`config.mk`:
```
export PLATFORM = sky130hd
export DESIGN_NAME = gp_ports
export DESIGN_NICKNAME = d
export VERILOG_FILES = /design/src/inc/gp_pkg.sv /design/src/core/gp_ports.sv /design/src/core/gp_pin_cell.sv
export VERILOG_INCLUDE_DIRS = /design/src /design/src/inc
export SDC_FILE = /design/constraint.sdc
export NUM_CORES = 1
export LEC_CHECK = 0
export ABC_AREA = 1
export BUFFER_PORTS_ARGS = -buffer_cell sky130_fd_sc_hd__buf_2
export CAP_MARGIN = 0
export CORE_MARGIN = 2
export CORE_UTILIZATION = 37
export DETAILED_ROUTE_END_ITERATION = 7
export REMOVE_ABC_BUFFERS = 1
export SLEW_MARGIN = 20
export SYNTH_ARGS = -nofsm -noshare
export SYNTH_HDL_FRONTEND = slang
export SYNTH_HIERARCHICAL = 1
export SYNTH_SLANG_ARGS = --single-unit
export TNS_END_PERCENT = 20
```
`constraint.sdc`:
```
create_clock -name mclk_i -period 1.6 [get_ports mclk_i]
set_input_delay 0.08 -clock mclk_i [delete_from_list [all_inputs] [get_ports mclk_i]]
set_output_delay 0.08 -clock mclk_i [all_outputs]
set_load 0.01 [all_outputs]
```
`src/inc/gp_map.svh`:
```
/*
 Register offsets, field positions, reset values and widths for the port
 latch and drive mode block. Assumes an 8-bit special-function register bus.
*/
`ifndef GP_MAP_SVH
`define GP_MAP_SVH

`define GP_ADDR_PORT0_PINS 8'h80
`define GP_ADDR_PORT0_MODE 8'hA4
`define GP_ADDR_PORT2_PINS 8'hA0
`define GP_ADDR_PORT2_MODE 8'hA6
`define GP_ADDR_PORT3_PINS 8'hB0
`define GP_ADDR_PORT3_MODE 8'hA7
`define GP_ADDR_GLOBAL_CTL 8'hF2

`define GP_RST_PINS 8'hFF
`define GP_RST_MODE 8'h00
`define GP_RST_GLOBAL_CTL 8'h40

`define GP_BIT_PULLUP_DIS 7
`define GP_BIT_INPUT_EN 6
`define GP_BIT_SYSCLK_EN 0

`define GP_PORT0_WIDTH 8
`define GP_PORT2_WIDTH 6
`define GP_PORT3_WIDTH 1

`endif

```
`src/inc/gp_pkg.sv`:
```
/*
 Types shared by the port block. Assumes gp_map.svh supplies the constants.
*/
package gp_pkg;

   typedef logic [7:0] gp_byte_t;

   // Special-function register bus request from the core
   typedef struct packed {
      logic [7:0] addr;
      logic wr;
      logic rd;
      logic rmw;
      logic [7:0] wdata;
   } gp_sfr_req_s;

endpackage : gp_pkg

```
`src/core/gp_ports.sv`:
```
/*
 Port latches, drive mode registers and global control for Port0, Port2 and
 Port3, on the core's special-function register bus.
 Assumes pins arrive synchronous to mclk_i and the bus read is combinational.
*/
// Summary of operation
// - Latch bit 0 drives pin low, 1 drives high subject to drive mode.
// - Port0 latch 1 with open-drain mode leaves the pin floating.
// - Port2 latch 1 with open-drain mode floats the pin.
// - Port3 latch 1 with open-drain mode floats the pin.
// - With input enable off, plain port reads return all zeros.
// - With input enable on, plain port reads return pin levels, not latches.
// - Port0 mode bit n at 0 selects open-drain for pin n.
// - Port0 mode bit n at 1 selects push-pull for pin n.
// - Port2 mode bits 7 and 6 read zero and ignore writes.
// - Port3 bits 7 to 1 of latch and mode read zero, ignore writes.
// - Port2 mode bits 5 to 0: 0 open-drain, 1 push-pull.
// - Port3 mode bit 0: 0 open-drain, 1 push-pull.
// - Input enable is bit 6 of global control; 0 disables input sensing.
// - Weak pullup on only if not disabled, open-drain and latch one.
// - Read-modify-write reads the latch instead of the pin.
`timescale 1ns/10ps
`default_nettype none
`include "gp_map.svh"

module gp_ports (
   // Clock and reset
   input wire logic mclk_i,
   input wire logic reset_n_i,
   // Register bus
   input wire gp_pkg::gp_sfr_req_s sfr_req_i,
   output logic [7:0] sfr_rdata_o,
   output logic sfr_hit_o,
   // Port0 pins
   input wire logic [7:0] port0_pad_i,
   output logic [7:0] port0_pad_o,
   output logic [7:0] port0_pad_oe_o,
   output logic [7:0] port0_pullup_o,
   // Port2 pins
   input wire logic [5:0] port2_pad_i,
   output logic [5:0] port2_pad_o,
   output logic [5:0] port2_pad_oe_o,
   output logic [5:0] port2_pullup_o,
   // Port3 pin
   input wire logic port3_pad_i,
   output logic port3_pad_o,
   output logic port3_pad_oe_o,
   output logic port3_pullup_o,
   // Global control taps
   output logic sysclk_out_en_o
);
   import gp_pkg::*;

   logic [7:0] p0_latch_r, p0_latch_nxt, p0_mode_r, p0_mode_nxt;
   logic [5:0] p2_latch_r, p2_latch_nxt, p2_mode_r, p2_mode_nxt;
   logic p3_latch_r, p3_latch_nxt, p3_mode_r, p3_mode_nxt;
   logic pullup_dis_r, pullup_dis_nxt;
   logic input_en_r, input_en_nxt;
   logic sysclk_en_r, sysclk_en_nxt;
   logic [7:0] p0_read, p2_read, p3_read;
   logic [7:0] p0_sample_r, p0_sample_nxt;
   logic [5:0] p2_sample_r, p2_sample_nxt;
   logic p3_sample_r, p3_sample_nxt;
   gp_byte_t rdata;
   logic hit;

   // Register writes; unimplemented bits are simply not stored
   always_comb begin
      p0_latch_nxt = p0_latch_r;
      p0_mode_nxt = p0_mode_r;
      p2_latch_nxt = p2_latch_r;
      p2_mode_nxt = p2_mode_r;
      p3_latch_nxt = p3_latch_r;
      p3_mode_nxt = p3_mode_r;
      pullup_dis_nxt = pullup_dis_r;
      input_en_nxt = input_en_r;
      sysclk_en_nxt = sysclk_en_r;
      if (sfr_req_i.wr) begin
         case (sfr_req_i.addr)
            `GP_ADDR_PORT0_PINS: p0_latch_nxt = sfr_req_i.wdata;
            `GP_ADDR_PORT0_MODE: p0_mode_nxt = sfr_req_i.wdata;
            `GP_ADDR_PORT2_PINS: p2_latch_nxt = sfr_req_i.wdata[5:0];
            `GP_ADDR_PORT2_MODE: p2_mode_nxt = sfr_req_i.wdata[5:0];
            `GP_ADDR_PORT3_PINS: p3_latch_nxt = sfr_req_i.wdata[0];
            `GP_ADDR_PORT3_MODE: p3_mode_nxt = sfr_req_i.wdata[0];
            `GP_ADDR_GLOBAL_CTL: begin
               pullup_dis_nxt = sfr_req_i.wdata[`GP_BIT_PULLUP_DIS];
               input_en_nxt = sfr_req_i.wdata[`GP_BIT_INPUT_EN];
               sysclk_en_nxt = sfr_req_i.wdata[`GP_BIT_SYSCLK_EN];
            end
            default: begin
            end
         endcase
      end
   end

   always_ff @(posedge mclk_i or negedge reset_n_i) begin
      if (!reset_n_i) begin
         p0_latch_r <= `GP_RST_PINS;
         p0_mode_r <= `GP_RST_MODE;
         p2_latch_r <= 6'h3F;
         p2_mode_r <= 6'h00;
         p3_latch_r <= 1'b1;
         p3_mode_r <= 1'b0;
         pullup_dis_r <= 1'b0;
         input_en_r <= 1'b1;
         sysclk_en_r <= 1'b0;
      end else begin
         p0_latch_r <= p0_latch_nxt;
         p0_mode_r <= p0_mode_nxt;
         p2_latch_r <= p2_latch_nxt;
         p2_mode_r <= p2_mode_nxt;
         p3_latch_r <= p3_latch_nxt;
         p3_mode_r <= p3_mode_nxt;
         pullup_dis_r <= pullup_dis_nxt;
         input_en_r <= input_en_nxt;
         sysclk_en_r <= sysclk_en_nxt;
      end
   end

   // Pin sampling; gating with input enable models the disabled input path
   always_comb begin
      p0_sample_nxt = port0_pad_i & {8{input_en_r}};
      p2_sample_nxt = port2_pad_i & {6{input_en_r}};
      p3_sample_nxt = port3_pad_i & input_en_r;
   end

   always_ff @(posedge mclk_i or negedge reset_n_i) begin
      if (!reset_n_i) begin
         p0_sample_r <= 8'h00;
         p2_sample_r <= 6'h00;
         p3_sample_r <= 1'b0;
      end else begin
         p0_sample_r <= p0_sample_nxt;
         p2_sample_r <= p2_sample_nxt;
         p3_sample_r <= p3_sample_nxt;
      end
   end

   // Plain reads see the pins, read-modify-write sees the latch
   always_comb begin
      p0_read = sfr_req_i.rmw ? p0_latch_r : (p0_sample_r & {8{input_en_r}});
      p2_read = {2'b00, sfr_req_i.rmw ? p2_latch_r : (p2_sample_r & {6{input_en_r}})};
      p3_read = {7'h00, sfr_req_i.rmw ? p3_latch_r : (p3_sample_r & input_en_r)};
   end

   always_comb begin
      rdata = 8'h00;
      hit = 1'b1;
      case (sfr_req_i.addr)
         `GP_ADDR_PORT0_PINS: rdata = p0_read;
         `GP_ADDR_PORT0_MODE: rdata = p0_mode_r;
         `GP_ADDR_PORT2_PINS: rdata = p2_read;
         `GP_ADDR_PORT2_MODE: rdata = {2'b00, p2_mode_r};
         `GP_ADDR_PORT3_PINS: rdata = p3_read;
         `GP_ADDR_PORT3_MODE: rdata = {7'h00, p3_mode_r};
         `GP_ADDR_GLOBAL_CTL: rdata = {pullup_dis_r, input_en_r, 5'h00, sysclk_en_r};
         default: hit = 1'b0;
      endcase
   end

   assign sfr_rdata_o = sfr_req_i.rd ? rdata : 8'h00;
   assign sfr_hit_o = hit & (sfr_req_i.rd | sfr_req_i.wr);
   assign sysclk_out_en_o = sysclk_en_r;

   gp_pin_cell #(.N(`GP_PORT0_WIDTH)) u_port0 (
      .latch_i(p0_latch_r),
      .push_pull_i(p0_mode_r),
      .pullup_dis_i(pullup_dis_r),
      .pad_o(port0_pad_o),
      .pad_oe_o(port0_pad_oe_o),
      .pullup_o(port0_pullup_o)
   );

   gp_pin_cell #(.N(`GP_PORT2_WIDTH)) u_port2 (
      .latch_i(p2_latch_r),
      .push_pull_i(p2_mode_r),
      .pullup_dis_i(pullup_dis_r),
      .pad_o(port2_pad_o),
      .pad_oe_o(port2_pad_oe_o),
      .pullup_o(port2_pullup_o)
   );

   gp_pin_cell #(.N(`GP_PORT3_WIDTH)) u_port3 (
      .latch_i(p3_latch_r),
      .push_pull_i(p3_mode_r),
      .pullup_dis_i(pullup_dis_r),
      .pad_o(port3_pad_o),
      .pad_oe_o(port3_pad_oe_o),
      .pullup_o(port3_pullup_o)
   );

endmodule : gp_ports

`default_nettype wire

```
`src/core/gp_pin_cell.sv`:
```
/*
 One port pin cell: drive, enable and weak pullup from latch and mode bit.
 Assumes the pad sums the enable, level and pullup into a wire level.
*/
`timescale 1ns/10ps
`default_nettype none

module gp_pin_cell #(
   parameter int N = 8
) (
   // Control
   input wire logic [N-1:0] latch_i,
   input wire logic [N-1:0] push_pull_i,
   input wire logic pullup_dis_i,
   // Pad
   output logic [N-1:0] pad_o,
   output logic [N-1:0] pad_oe_o,
   output logic [N-1:0] pullup_o
);

   genvar g;
   generate
      for (g = 0; g < N; g++) begin : g_cell
         // High level only driven in push-pull; open-drain floats on a one
         assign pad_o[g] = latch_i[g];
         assign pad_oe_o[g] = ~latch_i[g] | push_pull_i[g];
         assign pullup_o[g] = ~pullup_dis_i & ~push_pull_i[g] & latch_i[g];
      end
   endgenerate

endmodule : gp_pin_cell

`default_nettype wire

```
==> impl_metrics.env <==
export IMPL_status="complete, but fails checks"
export IMPL_failed_checks="setup timing"
export IMPL_hold_ws_ps=27.3
export IMPL_post_synth_cell_area_avg_um2=7.89
export IMPL_yosysWarnings=6
export IMPL_p_int_mw=1.97
export IMPL_postPlaceCellArea_mm2=0.00343
export IMPL_core_area_mm2=0.00781
export IMPL_wl_per_cell_um=13.5
export IMPL_clkPwrFrac=0.334
export IMPL_slowest_stage="dfstp_2"
export IMPL_hold_depth=3
export IMPL_yosys_top_cells_area="dfrtp_1, dfstp_2, nand2_1, inv_1, o21ai_2"
export IMPL_setup_viol=8
export IMPL_cts_tree="built"
export IMPL_synth_flop_cell="dfrtp_1"
export IMPL_hold_class="in -> reg"
export IMPL_drv_slew=0
export IMPL_cp_end_kind="output port"
export IMPL_max_stage_delay_ps=540
export IMPL_clk_pin_slew_ps=90
export IMPL_cpMostUsedCell="nand2_1"
export IMPL_rows=32
export IMPL_tightest_slew_ps=276
export IMPL_maxCapViolCount=0
export IMPL_cts_buffer_depth=2
export IMPL_ctsHtreeMaxLevel=2
export IMPL_r2r_end="p0_sample_r[3]"
export IMPL_syn_to_final_growth_pct=27.4
export IMPL_start_kind="flip-flop"
export IMPL_drive_gt1_frac=0.416
export IMPL_crit_type="reg -> out"
export IMPL_final_core_util=0.489
export IMPL_power_density_mw_per_mm2=720
export IMPL_r2r_cells=3
export IMPL_skew_ps=8.04
export IMPL_critPathBufInv=3
export IMPL_seq_power_share=0.495
export IMPL_antennaDiodeCount=0
export IMPL_vdd_drop_max_mv=0.369
export IMPL_routed_via_density=4.51
export IMPL_relSlewSlack=0.816
export IMPL_route_detailed_drc=0
export IMPL_crit_family="flip-flops"
export IMPL_postLayoutSetupSlackWorst_ps=-185
export IMPL_synth_top_area_share=0.267
export IMPL_worstPathArrival_ps=1710
export IMPL_sw_frac_of_total=0.283
export IMPL_grt_ovfl_total=0
export IMPL_p_leak_nw=2.02
export IMPL_first_pass_iters=5
export IMPL_path_cells="buf_4, nand3_1, nand2_1, nand3_1, nand2_1, inv_1, nand2_1, nor2_1, nor2_2, buf_2"
export IMPL_die_w_um=94.0
export IMPL_die_y_um=94.0
export IMPL_vias=2640
export IMPL_dpl_hpwl_um=5750
export IMPL_cts_sinks=48
export IMPL_cts_buffers=5
export IMPL_r2r_start="input_en_r"
export IMPL_yosys_cell_types_count=27
export IMPL_synth_top_area_cell="dfrtp_1"
export IMPL_initial_core_util=0.384
export IMPL_power_mw=2.75
export IMPL_holdCritStartpoint="sfr_req_i[6]"
export IMPL_rsz0062_at_grt="yes"
export IMPL_power_combinational_fraction=0.171
export IMPL_synthTopCellsByCount="nand2_1, inv_1, dfrtp_1"
export IMPL_hold_viol=0
export IMPL_fmax_mhz=560
export IMPL_required_ps=1520
export IMPL_io_pins=91
export IMPL_reg2reg_slack_ps=630
export IMPL_grt_max_degree=49
export IMPL_totalWireLength_um=7920
export IMPL_min_delay_worst_endpoint="p0_latch_r[6]"
export IMPL_fin_crit_ps=1790
export IMPL_clkLatencyLatePin_ps=310
export IMPL_synth_edf_count=0
export IMPL_nFillCells=802
export IMPL_grt_total_usage=0.188
export IMPL_synthArstFlopShare=1.00
export IMPL_crit_fanout=16
export IMPL_fin_area_mm2=0.00382
export IMPL_gp_congestion=0.846
export IMPL_grt_pass1_wl_um=12800
export IMPL_synth_most_common_cell="nand2_1"
export IMPL_nets=518
export IMPL_synth_seq_cells=48
export IMPL_seq_area_frac_synth=0.407
export IMPL_port_buffers=90
export IMPL_timing_final_crit_share=1.12
export IMPL_switchingPower_mw=0.779
export IMPL_final_antenna_net_count=0
export IMPL_cts_root_buf="clkbuf_8"
export IMPL_die_area_mm2=0.00884
export IMPL_synthCells=380
export IMPL_grt_pass1_vias=2587
export IMPL_synthesis_area_mm2=0.00300
export IMPL_drt_initial_drc_count=128
export IMPL_antenna_found_initial=0
[registers in the layout (all words and copies together) (netlist names)]
name / flops
sysclk_out_en_o: 1
input_en_r: 1
pullup_dis_r: 1
p2_sample_r: 6
p3_mode_r: 1
p3_sample_r: 1
p0_latch_r: 8
p2_mode_r: 6
p0_sample_r: 8
p0_mode_r: 8
p3_latch_r: 1
p2_latch_r: 6
[what timing repair did]
item / 4_1_cts / 5_1_grt
buffers inserted: 2 / 0
hold endpoints to repair: 54 / 0
cloned: 0 / 0
resized for setup: 4 / 3
hold buffers: 23 / 0
pin swaps: 2 / 2
endpoints found under the setup margin: 8 / 8
[per-stage QoR]
stage | setup TNS [ps] | std cells | setup WS [ps]
final | -1170 | 585 | -185
after global routing | -2170 | 585 | -323
after CTS | -1390 | 585 | -204
after detailed placement | 0 | 552 | 44.6
after global placement | 0 | 552 | 57.6
after floorplan | 0 | 354 | 154
[worst register-to-register path, delay by kind of cell, from the launching register on]
family,cells,cell delay [ps]
flops,1,540
buf+inv,2,280
simple gates,1,90
[layer usage]
layer  routed length (um)  global-route usage  up-vias
met3                  291              0.0265       10
li1                     -                   -     1351
met5                    0                   0        -
met1                 3700               0.254     1209
met2                 3810               0.306       70
met4                  127              0.0676        0
[area by class of cell]
| cell class | instances | area, um^2 | area share |
|---|---|---|---|
| Tap cell | 102 | 128 | 0.0334 |
| Multi-Input combinational cell | 246 | 1340 | 0.352 |
| Inverter | 60 | 230 | 0.0602 |
| Clock buffer | 5 | 68.8 | 0.0180 |
| Sequential cell | 48 | 1220 | 0.320 |
| Clock inverter | 3 | 47.5 | 0.0124 |
| Timing Repair Buffer | 121 | 782 | 0.205 |
[worst max-delay path by stage]
stage / startpoint / end / slack, ps / depth (start not counted)
after floorplan: input_en_r / sfr_rdata_o[1] / 150 / 8
final: input_en_r / sfr_rdata_o[0] / -190 / 10
after CTS: input_en_r / sfr_rdata_o[0] / -200 / 10
after global routing: input_en_r / sfr_rdata_o[0] / -320 / 10
after detailed placement: input_en_r / sfr_rdata_o[3] / 40 / 9
after global placement: input_en_r / sfr_rdata_o[3] / 60 / 7
[placed cells by master, fill, tap and decap left out, types with 2 or more instances in the layout]
cell type	synthesis	layout
dfstp_2	16	16
nand2_2	22	24
inv_2	6	6
buf_12	0	3
o21ai_1	13	15
nand2_1	97	95
nand2_4	8	8
a22oi_1	6	6
dfrtp_1	32	32
clkinv_1	6	6
nor2_4	3	3
nor2_2	12	12
nor2_1	31	31
clkbuf_8	0	5
inv_1	46	46
o21ai_0	11	8
dlygate4sd3_1	0	23
nand3_1	16	16
nor2_8	3	3
buf_4	16	4
o21ai_2	19	20
buf_2	2	90
clkinv_4	0	2
inv_4	2	2
[power by group through the flow]
stage               combinational (mW)  sequential (mW)  clock (mW)
floorplan                        0.208             1.39           0
global placement                 0.411             1.38           0
detailed placement               0.418             1.38           0
CTS                              0.475             1.36       0.937
global route                     0.526             1.37       0.981
finish                           0.471             1.36       0.919
[cell families (layout without fill, tap and decap cells)]
logic type,Yosys count,in the layout,synth area share
flip-flops,48,48,0.407
AND/OR/NAND/NOR,194,194,0.327
AO/OA/AOI/OAI,52,52,0.118
buffers and inverters,86,189,0.148
(Power assumes the default switching activity.)
